<file path="src/design/dsr_pkg.sv">
// Purpose: shared constants and types of the diagnostics, self-test and data ready block
// Assumes: apb with 32-bit data, one aligned word per register
// Notes: register byte address is four times its printed index
package dsr_pkg;
  // register indices, byte address = index * 4
  localparam logic [7:0] IDX_FLASH_WRITE_COUNTER = 8'h00;
  localparam logic [7:0] IDX_AUX_DAC = 8'h30;
  localparam logic [7:0] IDX_MISC = 8'h34;
  localparam logic [7:0] IDX_DIAG = 8'h3c;
  localparam logic [7:0] IDX_GLOB = 8'h3e;
  localparam logic [7:0] IDX_IRQ_STAT = 8'h40;
  localparam logic [7:0] IDX_IRQ_MASK = 8'h41;
  localparam int ADDR_W = 10;

  // misc control fields
  localparam logic [15:0] MISC_RESET = 16'h0006;
  localparam int MISC_DR_EN = 2;
  localparam int MISC_DR_POL = 1;
  localparam int MISC_DR_SEL = 0;
  localparam int MISC_ST_POS = 8;
  localparam int MISC_ST_NEG = 9;
  localparam int MISC_ST_AUTO = 10;
  localparam int MISC_MEM_TEST = 11;

  // global command and diagnostic fields
  localparam int GLOB_DAC_LATCH = 2;
  localparam int DIAG_MEM_FAIL = 6;
  localparam int DIAG_ST_FAIL = 5;
  localparam logic [15:0] DIAG_STICKY_MASK = 16'h037c;
  localparam logic [11:0] DAC_RESET = 12'h000;

  // interrupt status bits
  localparam int IRQ_DRDY = 0;
  localparam int IRQ_MEM_DONE = 1;
  localparam int IRQ_ST_DONE = 2;
  localparam int IRQ_DIAG = 3;

  // timing
  localparam int CLK_MHZ = 100;
  localparam int DRDY_MIN_US = 100;
  localparam int DRDY_MAX_US = 200;
  localparam int DRDY_PULSE_CYC = DRDY_MIN_US * CLK_MHZ;
  localparam logic [15:0] MEM_TEST_CYC = 16'h0100;
  localparam logic [15:0] ST_SETTLE_CYC = 16'h0400;

  typedef enum logic [2:0] {
    ST_IDLE = 3'b001,
    ST_MEM = 3'b010,
    ST_AUTO = 3'b100
  } dsr_fsm_t;

  typedef struct packed {
    logic psel;
    logic penable;
    logic pwrite;
    logic [ADDR_W-1:0] paddr;
    logic [31:0] pwdata;
    logic [3:0] pstrb;
  } dsr_apb_req_t;

  typedef struct packed {
    logic [31:0] prdata;
    logic pready;
    logic pslverr;
  } dsr_apb_rsp_t;

  typedef struct packed {
    logic [2:0] dr_cfg;
    logic st_pos;
    logic st_neg;
    logic st_auto;
    logic mem_test;
    logic [11:0] dac_hold;
    logic [11:0] dac_out;
    logic dac_latch;
    logic [15:0] flash_write_counter;
    logic [15:0] diag_flags;
    dsr_fsm_t fsm;
    logic [15:0] test_cnt;
    logic [15:0] dr_cnt;
    logic dr_act;
    logic [3:0] irq_stat;
    logic [3:0] irq_mask;
    logic [15:0] rd_hold;
  } dsr_state_t;
endpackage

</file>
<file path="src/design/dsr_diag_ctrl.sv">
// Purpose: data ready line control, aux dac latch, flash write counter, self-test and memory test, diagnostic flags
// Assumes: apb slave with zero wait states; sample_tick marks each new sample
// Assumes: read data is captured at the setup edge and held through the access cycle
// Notes: sensor, flash and supply monitors are outside; this block sequences and records sensor and flash, supply flags read live
// Notes: the pulse width is a plain cycle count, so it scales with the clock period
// Notes: both general lines carry the same level; only the enables pick the line
`timescale 1ns/10ps
module dsr_diag_ctrl
  import dsr_pkg::*;
#(
  parameter int DRDY_CYC = DRDY_PULSE_CYC
) (
  // clock and reset
  input wire logic ref_clk,
  input wire logic rstn,
  // register bus
  input wire dsr_apb_req_t apb_req,
  output dsr_apb_rsp_t apb_rsp,
  // sensor side
  input wire logic sample_tick,
  input wire logic st_resp_ok,
  output logic st_stim_pos,
  output logic st_stim_neg,
  // memory and flash
  input wire logic flash_write_done,
  input wire logic [15:0] flash_checksum,
  input wire logic [15:0] sram_checksum,
  // error conditions, bits 9:8 and 6:2 used
  input wire logic [15:0] err_cond,
  input wire logic supply_high,
  input wire logic supply_low,
  // aux dac
  output logic [11:0] dac_code,
  // general purpose lines
  output logic general_line_one_out,
  output logic general_line_one_oe,
  output logic general_line_two_out,
  output logic general_line_two_oe,
  // interrupt
  output logic irq
);

  dsr_state_t s;
  dsr_state_t next_s;
  logic wr;
  logic rd;
  logic [7:0] idx;
  logic hit;
  logic [15:0] diag_view;
  logic [15:0] diag_set;
  logic [15:0] rdata;
  logic [3:0] ev;
  logic dr_level;

  // setup phase, completion and start strobes
  logic setup;
  logic mem_done;
  logic st_done;
  logic dr_start;

  // per-bit flag and interrupt updates
  logic [15:0] diag_clr;
  logic [15:0] flag_new;
  logic [15:0] next_flags;
  logic [3:0] irq_clr;
  logic [3:0] next_irq;

  // data ready per line, index 0 is line one
  logic [1:0] line_out;
  logic [1:0] line_oe;

  // one select per mapped register
  localparam logic [7:0] MAP_IDX [7] = '{IDX_FLASH_WRITE_COUNTER, IDX_AUX_DAC, IDX_MISC, IDX_DIAG,
                                         IDX_GLOB, IDX_IRQ_STAT, IDX_IRQ_MASK};
  logic [6:0] reg_sel;

  // bus decode; no wait states so every access ends in its first access cycle
  assign idx = apb_req.paddr[ADDR_W-1:2];
  assign wr = apb_req.psel & apb_req.penable & apb_req.pwrite;
  assign rd = apb_req.psel & apb_req.penable & ~apb_req.pwrite;
  // setup cycle, when the read word is captured
  assign setup = apb_req.psel & ~apb_req.penable;

  // address match per register; anything else is refused with pslverr
  for (genvar gr = 0; gr < 7; gr++) begin : g_map
    assign reg_sel[gr] = (idx == MAP_IDX[gr]);
  end
  assign hit = |reg_sel;

  assign diag_view = (s.diag_flags & DIAG_STICKY_MASK) | {14'h0000, supply_high, supply_low};

  // read mux, unused bits read zero
  always_comb begin
    rdata = 16'h0000;
    case (idx)
      IDX_FLASH_WRITE_COUNTER: rdata = s.flash_write_counter;
      IDX_AUX_DAC: rdata = {4'h0, s.dac_hold};
      IDX_MISC: rdata = {4'h0, s.mem_test, s.st_auto, s.st_neg, s.st_pos, 5'h00, s.dr_cfg};
      IDX_DIAG: rdata = diag_view;
      IDX_GLOB: rdata = {13'h0000, s.dac_latch, 2'h0};
      IDX_IRQ_STAT: rdata = {12'h000, s.irq_stat};
      IDX_IRQ_MASK: rdata = {12'h000, s.irq_mask};
      default: rdata = 16'h0000;
    endcase
  end

  // apb answer; read data comes from the word captured at the setup edge,
  // so the bus sees a flop and the clear-on-read knows exactly what went out
  assign apb_rsp.pready = apb_req.psel & apb_req.penable;
  assign apb_rsp.pslverr = apb_req.psel & apb_req.penable & ~hit;
  assign apb_rsp.prdata = {16'h0000, s.rd_hold};

  // test completion strobes, shared by the sequencer and the flag logic
  assign mem_done = (s.fsm == ST_MEM) && (s.test_cnt == MEM_TEST_CYC);
  assign st_done = (s.fsm == ST_AUTO) && (s.test_cnt == ST_SETTLE_CYC);

  // a pulse starts only from rest, so a tick mid-pulse is ignored
  assign dr_start = ~s.dr_act & sample_tick & s.dr_cfg[MISC_DR_EN];

  // flag sources: sample relatch and test verdicts
  always_comb begin
    diag_set = 16'h0000;
    if (sample_tick) begin
      diag_set = err_cond & DIAG_STICKY_MASK;
    end
    // checksum compare as the memory test ends
    if (mem_done) begin
      diag_set[DIAG_MEM_FAIL] = (flash_checksum != sram_checksum);
    end
    if (st_done) begin
      diag_set[DIAG_ST_FAIL] = ~st_resp_ok;
    end
  end

  // only bits that went out in the captured word are cleared
  // a flag landing between setup and access is still unread and stays
  assign diag_clr = (rd && idx == IDX_DIAG) ? (s.rd_hold & DIAG_STICKY_MASK) : 16'h0000;

  // interrupt status is write one to clear on lane 0
  assign irq_clr = (wr && idx == IDX_IRQ_STAT && apb_req.pstrb[0]) ? apb_req.pwdata[3:0] : 4'h0;

  // per-bit sticky flags; a set in the clear cycle wins
  for (genvar gi = 0; gi < 16; gi++) begin : g_flag
    assign next_flags[gi] = DIAG_STICKY_MASK[gi] & (diag_set[gi] | (s.diag_flags[gi] & ~diag_clr[gi]));
    assign flag_new[gi] = diag_set[gi] & ~s.diag_flags[gi];
  end

  // events in interrupt bit order
  assign ev[IRQ_DRDY] = dr_start;
  assign ev[IRQ_MEM_DONE] = mem_done;
  assign ev[IRQ_ST_DONE] = st_done;
  assign ev[IRQ_DIAG] = |flag_new;

  // a new event beats a clear in the same cycle, so none is lost
  for (genvar gj = 0; gj < 4; gj++) begin : g_irq
    assign next_irq[gj] = ev[gj] | (s.irq_stat[gj] & ~irq_clr[gj]);
  end

  // next-state logic
  always_comb begin
    next_s = s;

    // capture the read word at the setup edge, kept until the next setup
    if (setup) begin
      next_s.rd_hold = rdata;
    end

    // flash write counting, saturates rather than wrapping to zero
    if (flash_write_done && s.flash_write_counter != 16'hffff) begin
      next_s.flash_write_counter = s.flash_write_counter + 16'h0001;
    end

    // dac latch completes one cycle after the command
    if (s.dac_latch) begin
      next_s.dac_out = s.dac_hold;
      next_s.dac_latch = 1'b0;
    end

    // test sequencer, memory test has priority over self-test;
    // a pending self-test waits in its start bit until the sequencer is free
    case (s.fsm)
      ST_IDLE: begin
        next_s.test_cnt = 16'h0000;
        if (s.mem_test) begin
          next_s.fsm = ST_MEM;
        end else if (s.st_auto) begin
          next_s.fsm = ST_AUTO;
        end
      end
      ST_MEM: begin
        next_s.test_cnt = s.test_cnt + 16'h0001;
        if (mem_done) begin
          next_s.mem_test = 1'b0;
          next_s.fsm = ST_IDLE;
        end
      end
      ST_AUTO: begin
        next_s.test_cnt = s.test_cnt + 16'h0001;
        if (st_done) begin
          next_s.st_auto = 1'b0;
          next_s.fsm = ST_IDLE;
        end
      end
      default: begin
        next_s.fsm = ST_IDLE;
      end
    endcase

    // pulse timer holds for the full width; a tick mid-pulse is ignored
    if (s.dr_act) begin
      next_s.dr_cnt = s.dr_cnt - 16'h0001;
      if (s.dr_cnt == 16'h0001) begin
        next_s.dr_act = 1'b0;
      end
    end else if (dr_start) begin
      // full width is loaded at once; the minimum width is the safe end
      next_s.dr_act = 1'b1;
      next_s.dr_cnt = 16'(DRDY_CYC);
    end

    // register writes
    if (wr) begin
      case (idx)
        IDX_AUX_DAC: begin
          // byte lanes fill the holding register only
          if (apb_req.pstrb[0]) begin
            next_s.dac_hold[7:0] = apb_req.pwdata[7:0];
          end
          if (apb_req.pstrb[1]) begin
            next_s.dac_hold[11:8] = apb_req.pwdata[11:8];
          end
        end
        IDX_MISC: begin
          if (apb_req.pstrb[0]) begin
            next_s.dr_cfg = apb_req.pwdata[2:0];
          end
          if (apb_req.pstrb[1]) begin
            next_s.st_pos = apb_req.pwdata[MISC_ST_POS];
            next_s.st_neg = apb_req.pwdata[MISC_ST_NEG];
            // writing one starts, zero cannot abort
            next_s.st_auto = next_s.st_auto | apb_req.pwdata[MISC_ST_AUTO];
            next_s.mem_test = next_s.mem_test | apb_req.pwdata[MISC_MEM_TEST];
          end
        end
        IDX_GLOB: begin
          if (apb_req.pstrb[0] && apb_req.pwdata[GLOB_DAC_LATCH]) begin
            next_s.dac_latch = 1'b1;
          end
        end
        IDX_IRQ_MASK: begin
          if (apb_req.pstrb[0]) begin
            next_s.irq_mask = apb_req.pwdata[3:0];
          end
        end
        default: begin
        end
      endcase
    end

    // clear on read and relatch, worked out per bit above
    next_s.diag_flags = next_flags;

    // interrupt status, write one to clear, new event wins
    next_s.irq_stat = next_irq;
  end

  // state register; reset loads constants only, the rest follows next_s
  always_ff @(posedge ref_clk or negedge rstn) begin
    if (!rstn) begin
      s.dr_cfg <= MISC_RESET[2:0];
      s.st_pos <= 1'b0;
      s.st_neg <= 1'b0;
      s.st_auto <= 1'b0;
      s.mem_test <= 1'b0;
      s.dac_hold <= DAC_RESET;
      s.dac_out <= DAC_RESET;
      s.dac_latch <= 1'b0;
      s.flash_write_counter <= 16'h0000;
      s.diag_flags <= 16'h0000;
      s.fsm <= ST_IDLE;
      s.test_cnt <= 16'h0000;
      s.dr_cnt <= 16'h0000;
      s.dr_act <= 1'b0;
      s.irq_stat <= 4'h0;
      s.irq_mask <= 4'h0;
      s.rd_hold <= 16'h0000;
    end else begin
      s <= next_s;
    end
  end

  // stimulus outputs; auto test borrows the positive drive
  assign st_stim_pos = s.st_pos | (s.fsm == ST_AUTO);
  assign st_stim_neg = s.st_neg;

  assign dac_code = s.dac_out;

  // polarity low makes the active state a low pulse
  assign dr_level = s.dr_cfg[MISC_DR_POL] ? s.dr_act : ~s.dr_act;
  // line select; the unselected line is left undriven so that
  // other functions sharing the pin are not fought
  for (genvar gl = 0; gl < 2; gl++) begin : g_line
    assign line_out[gl] = dr_level;
    assign line_oe[gl] = s.dr_cfg[MISC_DR_EN] & (s.dr_cfg[MISC_DR_SEL] == 1'(gl));
  end

  // pins, line one first
  assign general_line_one_out = line_out[0];
  assign general_line_one_oe = line_oe[0];
  assign general_line_two_out = line_out[1];
  assign general_line_two_oe = line_oe[1];

  // level interrupt from unmasked sticky bits
  assign irq = |(s.irq_stat & s.irq_mask);

endmodule

</file>
<file path="config.mk">
export PLATFORM = sky130hd
export DESIGN_NAME = dsr_diag_ctrl
export DESIGN_NICKNAME = d
export VERILOG_FILES = /design/src/design/dsr_pkg.sv /design/src/design/dsr_diag_ctrl.sv
export SDC_FILE = /design/constraint.sdc
export NUM_CORES = 1
export LEC_CHECK = 0
export BUFFER_PORTS_ARGS = -buffer_cell sky130_fd_sc_hd__clkbuf_2
export CORE_UTILIZATION = 58
export DETAILED_ROUTE_END_ITERATION = 8
export GPL_ROUTABILITY_DRIVEN = 0
export PLACE_DENSITY_LB_ADDON = 0.05
export SLEW_MARGIN = 15
export SYNTH_ARGS = -nofsm -noshare
export SYNTH_HDL_FRONTEND = slang
export SYNTH_SLANG_ARGS = --single-unit
</file>
<file path="constraint.sdc">
create_clock -name ref_clk -period 7.45 [get_ports ref_clk]
set_clock_uncertainty 0.15 [all_clocks]
set_input_delay 2.235 -clock ref_clk [delete_from_list [all_inputs] [get_ports ref_clk]]
set_output_delay 2.235 -clock ref_clk [all_outputs]
set_load 0.02 [all_outputs]
</file>
== After elaboration in Yosys (flattened, before gate mapping) ==
Index checks and enable logic that the tools add are counted.
W data, S select, Z words.

* Register bits after elaboration: 115
* Input port bits: 104
* Logic and storage cells: 154

* Add/subtract/negate cells: 3
* Equality and inequality tests: 17
* Muxes and demuxes: 29
* Bitwise operators: 67
* Reductions and logical operators: 20

{| class="wikitable"
|+ Operator list
! operator !! count
|-
| $pmux W16 S7 || 1
|-
| $mux W17 || 2
|-
| $add A16 B1 Y16 const B || 2
|-
| $eq A8 B6 Y1 const B || 4
|-
| $pmux W16 S2 || 1
|-
| $and A1 B1 Y1 || 27
|-
| $not A1 Y1 || 24
|-
| $mux W10 || 2
|-
| $reduce_and A3 Y1 || 6
|-
| $eq A16 B1 Y1 const B || 1
|-
| $eq A16 B11 Y1 const B || 1
|-
| $eq A16 B9 Y1 const B || 1
|-
| $eq A8 B7 Y1 const B || 2
|-
| $ne A16 B16 Y1 || 1
|-
| $ne A16 B16 Y1 const B || 1
|-
| $reduce_or A16 Y1 || 1
|-
| $sub A16 B1 Y16 const B || 1
|-
| $mux W14 || 1
|-
| $or A1 B1 Y1 || 14
|-
| $mux W12 || 1
|-
| $mux W3 || 4
|-
| $mux W1 || 11
|-
| $or A10 B2 Y10 || 1
|-
| $pmux W3 S3 || 1
|-
| 15 further kinds || 25
|}

== Depth between registers and ports, before layout ==
Gate-level depths: netlist (run 1).

* Word-level depth: 8
* Depth in mapped cells: 8

== Worst setup path after synthesis (run 1) ==
OpenSTA, ideal clock, no wires.

* Path type: input-to-output
* Start point: input apb_req[39] (netlist name)
* End point: output apb_rsp[0] (netlist name)
* Arrival time: 3.595 ns
* Setup slack: 1.470 ns
* Stages: 6
* Path buffers: 2
* Cell sequence: buf_6 or4_1 buf_2 nor4b_4 or3_1 nor2_1

{| class="wikitable"
|+ RTL lines
! element !! line !! RTL
|-
| start, declared || dsr_diag_ctrl.sv:17 || <nowiki>input wire dsr_apb_req_t apb_req,</nowiki>
|-
| end, declared || dsr_diag_ctrl.sv:18 || <nowiki>output dsr_apb_rsp_t apb_rsp,</nowiki>
|}

==> flow_metrics.tcl, run 1 <==
set metrics [dict create \
    io_buffers 107 \
    grt.total_usage_pct 27.0 \
    design_area_sq_um 6960 \
    reg2reg_slack_ns 5.01 \
    cts_tree "built" \
    fin_tns_setup_ns 0 \
    first_global_vias 4658 \
    period_share_pct 83.3 \
    synth-warning-count 0 \
    vias 4777 \
    fp.dieH_microns 104 \
    clockRootBuffer "clkbuf_8" \
    drtIter0Drc 362 \
    start_kind "primary input" \
    num-nets-final 790 \
    grt_pass1_wl_mm 23.0 \
    fin_cells 829 \
    start_util_pct 59.5 \
    synth_flop_cell "dfrtp_1" \
    clock.fmax_mhz 161 \
    relSlewSlack_pct 33.6 \
    die_width_microns 104 \
    syn_to_final_growth_pct 14.4 \
    drive_gt1_share_pct 27.7 \
    hold_ws_ns 0.316 \
    ys_seq_area_share_pct 47.3 \
    cts_max_path_buffers 2 \
    die-area_sq_um 10900 \
    setup_viol 0 \
    dp_cells 798 \
    end_kind "output pin" \
    cts_hold_buf 0 \
    cts.clk_slew.worst_paths_ns 0.06 \
    final_core_util_pct 68.1 \
    antenna_found_initial 0 \
    wire_per_inst_microns 16.8 \
    status "finished, final reports clean" \
    placed_area_sq_um 6440 \
    ant_nets 0 \
    period_needed_ns 6.20 \
    htreeDepth 4 \
    ys_ff_latch 115 \
    arrival_ns 3.82 \
    synth_area_sq_um 6090 \
    crit_required_ns 5.07 \
    rows 37 \
    diodes 0 \
    clock_sinks 115 \
    cts_made_buffers 17 \
    io_pins 157 \
    cap_violations 0 \
    grt-ovfl-total 0 \
    tightest_slew_ns 0.992 \
    synth_cell_types 61 \
    routed_wl_mm 13.9 \
    core_sq_um 10200 \
    drc 0 \
    netlist_instances 603 \
    cellLeakagePower_nw 3.32 \
    viasPerCell 5.76 \
    synth.avg_cell_area_sq_um 10.1 \
    cts_setup_buffers 0 \
    grt_max_degree 61 \
    critPathKind "in -> out" \
    drv_slew 0 \
    drtPass1Iterations 7 \
    vdd_drop_max_mv 0.189 \
    dp_hpwl_mm 10.1 \
    synth_edf_count 0 \
    clkLatencyLatePin_ns 0.51 \
    crit_path_max_fanout 8 \
    hold_path.class "reg -> reg" \
    ctsResizeCount 0 \
    rsz0062_at_grt "no" \
    hold_viol 0 \
    synthArstFlopShare_pct 100 \
    p_per_area_nw_per_um2 229 \
]
-- per-layer routing --
| layer | track usage (%) | routed length, microns | vias up |
|---|---|---|---|
| li1 | - | - | 2261 |
| met1 | 35.0 | 6050 | 2344 |
| met2 | 45.3 | 6930 | 154 |
| met3 | 5.33 | 770 | 18 |
| met4 | 8.88 | 159 | 0 |
| met5 | 0 | 0 | - |
-- report_power, final --
group	internal, mW	switching [mW]
Clock	0.444	0.275
Sequential	0.664	0.0495
Combinational	0.0649	0.0959
Total	1.17	0.421
-- per-stage QoR --
stage	worst slack, ns	power (mW)
4_1_cts	1.27	1.60
3_3_place_gp	1.31	0.873
2_1_floorplan	1.47	0.821
5_1_grt	1.20	1.66
6_report	1.25	1.59
3_5_place_dp	1.26	0.882
-- Yosys cell counts (3+ instances only) --
cell,count,area [sq um]
dfstp_2,3,78.8
ha_1,5,62.6
o31ai_1,5,37.5
nand3_1,26,130
nor2_1,32,120
buf_4,46,345
a21oi_1,12,60.1
nor3_1,13,65.1
buf_2,4,20.0
a22oi_1,7,52.6
inv_1,16,60.1
nor4_1,11,68.8
or4_1,3,22.5
and2_1,4,25.0
a21o_1,3,22.5
nand4_1,17,106
mux2_2,38,428
or3_1,5,31.3
a222oi_1,8,80.1
nand2b_1,9,56.3
a22o_1,7,61.3
clkbuf_1,14,52.6
xnor2_1,26,228
o211a_1,3,30.0
nand2_1,82,308
xor2_1,7,61.3
o21ai_0,21,105
and3_1,7,43.8
a31oi_1,5,31.3
dfrtp_1,112,2800
mux2i_1,8,80.1
o211ai_1,5,37.5
-- kinds of logic (layout without fill, tap and decap cells) --
group	Yosys count	after routing	share of synthesized area [%]
and+or+nand+nor	227	227	19.3
adders and majority gates	5	5	1.03
muxes	46	46	8.35
xor gates and xnor gates	33	33	4.75
AOI/OAI and AO/OA	94	94	11.1
other	1	16	0.0616
buffers and inverters	82	157	8.10
DFF	115	115	47.3
-- cell type report --
type	count	area [sq um]
clock inverter	11	88.8
fill	817	3270
timing repair buffer	110	561
tap	136	170
multi-input combinational	421	2770
clock buffer	20	435
inverter	16	60.1
sequential	115	2880
-- final timing paths --
path                             start     endpoint  cells after the start
min in group asynchronous         rstn        s[42]                      1
setup reg to reg                 s[41]        s[23]                      7
hold reg to reg            apb_rsp[16]  apb_rsp[16]                      2
max in group asynchronous         rstn        s[83]                      2
setup / recovery           apb_req[39]   apb_rsp[0]                      6
hold / removal             apb_rsp[16]  apb_rsp[16]                      2
-- critical path: stages --
cell and delay [ns]:
clkbuf_2 0.17, or4_1 0.71, nor4b_4 0.28, or3_1 0.22
nor2_1 0.05, clkbuf_2 0.15
-- cells in the final DEF, fill, tap and decap left out, types with 3 or more instances in the layout --
cell type	Yosys	layout
dfrtp_1	112	112
clkbuf_2	0	106
nand2_1	82	82
mux2_2	38	38
nor2_1	32	32
nand3_1	26	26
xnor2_1	26	26
o21ai_0	21	21
nand4_1	17	17
inv_1	16	16
conb_1	1	16
clkbuf_16	0	16
nor3_1	13	13
a21oi_1	12	12
nor4_1	11	11
nand2b_1	9	9
a222oi_1	8	8
mux2i_1	8	8
a22o_1	7	7
a22oi_1	7	7
and3_1	7	7
xor2_1	7	7
clkinv_2	0	7
or3_1	5	5
o211ai_1	5	5
o31ai_1	5	5
a31oi_1	5	5
ha_1	5	5
and2_1	4	4
buf_4	46	4
or4_1	3	3
a21o_1	3	3
o211a_1	3	3
dfstp_2	3	3
-- state kept, by name, indices dropped and copies added (netlist names) --
name,cells
apb_rsp,16
s,86
st_stim_neg,1
dac_code,12
Note: power is estimated with default switching activity, not from simulation.
==> run 2: changes to the inputs <==
- CORE_UTILIZATION: 58 -> 48
- clock period: 7.45 -> 5.3 ns (I/O delays scaled with it)
==> run 2 against run 1 <==
Count of clock-buffer cells in the layout increased by 2. Via count decreased by 1.7%. Clock power increased by 67%. Register-to-register slack got worse by 2.2 ns. Sequential share of layout area decreased by 0.92 points. Total power increased by 52%. Largest power group unchanged.
==> flow_metrics.tcl, run 2 (synthesized netlist as in run 1, its figures left out) <==
set metrics [dict create \
    grt-ovfl-total 0 \
    status "finished, final reports clean" \
    cap_violations 0 \
    clkLatencyLatePin_ns 0.40 \
    setup_viol 0 \
    num-nets-final 793 \
    critPathKind "in -> out" \
    die_width_microns 115 \
    critPathMaxStageDelay_ns 0.71 \
    crit_required_ns 3.56 \
    regMostFlops "s" \
    core_sq_um 12200 \
    ctsResizeCount 0 \
    p_per_area_nw_per_um2 340 \
    grt.total_usage_pct 23.3 \
    cts.clk_slew.worst_paths_ns 0.05 \
    period_share_pct 92.7 \
    start_kind "primary input" \
    vdd_drop_max_mv 0.228 \
    reg2reg_slack_ns 2.83 \
    tightest_slew_ns 0.979 \
    power.total_mw 2.42 \
    largest_register_ffs 86 \
    p_int_mw 1.83 \
    routed_wl_mm 14.0 \
    crit_top_cell "clkbuf_2" \
    end_kind "output pin" \
    cp_slowest_cell "or4_1" \
    seqPwrFrac_pct 41.4 \
    syn_to_final_growth_pct 17.0 \
    wire_per_inst_microns 16.1 \
    dp_hpwl_mm 10.4 \
    cts_hold_buf 0 \
    p_comb_share_pct 9.2 \
    clockRootBuffer "clkbuf_16" \
    vias 4698 \
    power_switching_uw 587 \
    fp.dieH_microns 115 \
    layout_common_cells "112 x dfrtp_1, 106 x clkbuf_2, 82 x nand2_1" \
    htreeDepth 4 \
    hold_viol 0 \
    ant_nets 0 \
    fin_tns_setup_ns 0 \
    viasPerCell 5.43 \
    sw_frac_of_total_pct 24.3 \
    io_buffers 107 \
    drc 0 \
    layout_commonest_cell "dfrtp_1" \
    drtIter0Drc 354 \
    crit_path_max_fanout 8 \
    grt_max_degree 78 \
    grt_pass1_wl_mm 23.2 \
    diodes 0 \
    arrival_ns 3.17 \
    drive_gt1_share_pct 28.0 \
    first_global_vias 4494 \
    cts_max_path_buffers 2 \
    hold_path.class "reg -> reg" \
    drtPass1Iterations 4 \
    drv_slew 0 \
    cellLeakagePower_nw 3.38 \
    cts_tree "built" \
    period_needed_ns 4.91 \
    crit_chain "clkbuf_2 > or4_1 > nor4b_4 > or3_1 > nor2_1 > clkbuf_2" \
    rsz0062_at_grt "no" \
    start_util_pct 50.0 \
    die-area_sq_um 13100 \
    relSlewSlack_pct 34.7 \
    cts_setup_buffers 0 \
    clock.fmax_mhz 204 \
    rows 40 \
    clock_sinks 115 \
    cts_made_buffers 17 \
    antenna_found_initial 0 \
    io_pins 157 \
    p_clk_share_pct 49.5 \
]
run 2: changes by cell type in the layout (fill, tap and decap cells not counted):
cell / change
clkbuf_16: +1
clkbuf_1: +1
clkinv_2: -3
bufinv_16: +3
buf_4: +3
clkinvlp_4: -1
run 2: worst paths after layout:
| check | from | to | cells past startpoint |
|---|---|---|---|
| worst max register to register | s[41] | s[23] | 7 |
| min in group asynchronous | rstn | s[46] | 1 |
| worst max-delay path | apb_req[39] | apb_rsp[0] | 6 |
| max in group asynchronous | rstn | s[123] | 2 |
| worst min register to register | apb_rsp[17] | apb_rsp[17] | 2 |
| worst min-delay path | apb_rsp[17] | apb_rsp[17] | 2 |
run 2: worst max-delay path: cells and delay by family:
kind	cells	cell delay [ns]
and+or+nand+nor	4	1.25
buffers and inverters	2	0.32
run 2: cell type report:
type | instances | area [sq um]
flip-flops and latches | 115 | 2880
clock inverters | 10 | 156
multi-input cells | 421 | 2770
repair buffers | 113 | 583
well taps | 168 | 210
clock buffers | 22 | 464
fillers | 1081 | 5040
inverters | 16 | 60.1
run 2: metal layers:
layer / track usage, % / up-vias / share of wire (%)
met2: 37.5 / 118 / 48
met1: 31.3 / 2291 / 46
met5: 0 / - / 0
met4: 6.41 / 0 / 1.2
li1: - / 2273 / -
met3: 5.82 / 16 / 4.5
run 2: stage by stage:
| stage | util [%] | hold WS [ns] | cells | setup WS [ns] | cell area (sq um) |
|---|---|---|---|---|---|
| final | 58.6 | 0.320 | 865 | 0.387 | 7120 |
| after global placement | 53.5 | 0.303 | 833 | 0.431 | 6500 |
| after floorplan | - | 0.290 | 618 | 0.610 | 6140 |
| after CTS | 58.6 | 0.322 | 865 | 0.404 | 7120 |
| after global routing | 58.6 | 0.346 | 865 | 0.297 | 7120 |
| after detailed placement | 53.5 | 0.310 | 833 | 0.406 | 6500 |
run 2: power groups by stage:
stage	Combinational (mW)	Clock (mW)	Sequential [mW]
after floorplan	0.160	0	0.993
after global placement	0.219	0	1.01
after detailed placement	0.225	0	1.01
after CTS	0.226	1.22	1.00
after global routing	0.252	1.26	1.01
final	0.223	1.20	1.00
==> run 3: changes to the inputs <==
--- a/config.mk
+++ b/config.mk
@@ -12,2 +12,3 @@
 export PLACE_DENSITY_LB_ADDON = 0.05
+export SETUP_SLACK_MARGIN = 0.15
 export SLEW_MARGIN = 15
==> constraint.sdc (replaced) <==
create_clock -name ref_clk -period 5.3 [get_ports ref_clk]
set_clock_uncertainty 0.15 [all_clocks]
set_input_delay 0.265 -clock ref_clk [delete_from_list [all_inputs] [get_ports ref_clk]]
set_output_delay 0.265 -clock ref_clk [all_outputs]
set_load 0.02 [all_outputs]
==> run 3 against run 2 <==
First-iteration DRC count down 26%. Sequential share of layout area down 0.75 points. Sequential power about the same. Global-route usage up 0.29 points. Count of clock-buffer cells in the layout unchanged. Worst hold slack worse by 0.30 ns. Non-clock buffer count up 11. Clock power about the same. Via count up 1.4%. Combinational power up 4%. Fmax up 72%.
==> flow_metrics.tcl, run 3 (synthesized netlist as in run 1, its figures left out) <==
set metrics [dict create \
    status "finished, final reports clean" \
    cts_max_path_buffers 2 \
    clkLatencyLatePin_ns 0.42 \
    clock.fmax_mhz 350 \
    io_buffers 107 \
    final_core_util_pct 59.7 \
    antenna_found_initial 0 \
    routed_wl_mm 14.3 \
    vdd_drop_max_mv 0.218 \
    end_kind "output pin" \
    p_clk_share_pct 49.9 \
    fp.dieH_microns 115 \
    period_needed_ns 2.85 \
    endpoint "apb_rsp[0]" \
    arrival_ns 2.44 \
    hold_path.class "in -> reg" \
    start_util_pct 50.0 \
    htreeDepth 4 \
    cts_made_buffers 17 \
    grt-ovfl-total 0 \
    worstReg2RegStart "s[41]" \
    relSlewSlack_pct 34.8 \
    drv_slew 0 \
    vias 4766 \
    io_pins 157 \
    fin_tns_setup_ns 0 \
    power_switching_uw 600 \
    clockRootBuffer "clkbuf_16" \
    grt.total_usage_pct 23.6 \
    p_int_mw 1.86 \
    rsz0062_at_grt "no" \
    startpoint "apb_req[39]" \
    seqPwrFrac_pct 40.7 \
    clock_sinks 115 \
    die_width_microns 115 \
    wire_per_inst_microns 16.4 \
    tightest_slew_ns 0.974 \
    dp_slack_ns 2.24 \
    syn_to_final_growth_pct 19.3 \
    rows 40 \
    largest_register_ffs 86 \
    ant_nets 0 \
    cellLeakagePower_nw 3.43 \
    drc 0 \
    layout_common_cells "112 x dfrtp_1, 106 x clkbuf_2, 82 x nand2_1" \
    period_share_pct 53.8 \
    reg2reg_slack_ns 2.77 \
    die-area_sq_um 13100 \
    p_per_area_nw_per_um2 339 \
    diodes 0 \
    layout_commonest_cell "dfrtp_1" \
    core_sq_um 12200 \
    drtIter0Drc 263 \
    r2r_end "s[23]" \
    critPathKind "in -> out" \
    dp_hpwl_mm 10.4 \
    grt_pass1_wl_mm 23.3 \
    placed_area_sq_um 6470 \
    crit_path_max_fanout 15 \
    drtPass1Iterations 6 \
    start_kind "primary input" \
    setup_viol 0 \
    grt_max_degree 71 \
    cap_violations 0 \
    sw_frac_of_total_pct 24.4 \
    viasPerCell 5.45 \
    reg2reg_depth 7 \
    num-nets-final 804 \
    cts_tree "built" \
    crit_required_ns 4.89 \
    design_area_sq_um 7260 \
    cts.clk_slew.worst_paths_ns 0.05 \
    finalWorstSetupSlack_ns 2.45 \
    first_global_vias 4509 \
    drive_gt1_share_pct 27.2 \
    regMostFlops "s" \
    hold_viol 0 \
    p_comb_share_pct 9.4 \
]
==> run 3: final cells by class <==
| type | instances | area [sq um] |
|---|---|---|
| Clock buffer | 22 | 484 |
| Clock inverter | 9 | 151 |
| Sequential cell | 115 | 2880 |
| Inverter | 16 | 60.1 |
| Fill cell | 1081 | 4900 |
| Timing Repair Buffer | 124 | 703 |
| Tap cell | 168 | 210 |
| Multi-Input combinational cell | 421 | 2770 |
==> run 3: what timing repair did <==
action,in CTS,in global routing
setup buffers,0,0
hold buffers,15,0
endpoints found under the hold margin,84,0
resized for setup,0,0
==> run 3: power groups by stage <==
stage | clock network, mW | registers [mW] | logic (mW)
final | 1.23 | 1.00 | 0.233
after global routing | 1.29 | 1.01 | 0.264
after CTS | 1.25 | 1.00 | 0.235
after detailed placement | 0 | 1.02 | 0.224
after global placement | 0 | 1.01 | 0.219
after floorplan | 0 | 0.993 | 0.160
==> run 3: critical path: stages <==
cell and delay, ns:
clkbuf_2 0.17, or4_1 0.71, nor4b_4 0.79, or3_1 0.29, nor2_1 0.06, clkbuf_2 0.15
==> run 3: stage by stage <==
| stage | instances | hold slack, ns | total power [mW] |
|---|---|---|---|
| 2_1_floorplan | 618 | -0.181 | 1.15 |
| 3_3_place_gp | 829 | 0.303 | 1.23 |
| 3_5_place_dp | 829 | 0.299 | 1.24 |
| 4_1_cts | 875 | 0.0000959 | 2.48 |
| 5_1_grt | 875 | 0.0143 | 2.57 |
| 6_report | 875 | 0.0155 | 2.46 |
==> run 3: layer usage <==
metal	track usage [%]	share of wire, %
met3	5.88	5.1
met5	0	0
met1	31.0	45
met2	37.3	48
met4	9.52	1.9
==> run 3: worst min path at each step <==
stage	from	cells after the start	slack (ns)	end
2_1_floorplan	rstn	0	-0.18	apb_rsp[10]
3_3_place_gp	rstn	1	0.30	s[46]
3_5_place_dp	rstn	1	0.30	s[53]
4_1_cts	apb_req[4]	2	0.0001	s[105]
5_1_grt	apb_req[4]	2	0.01	s[121]
6_report	apb_req[4]	2	0.02	s[105]
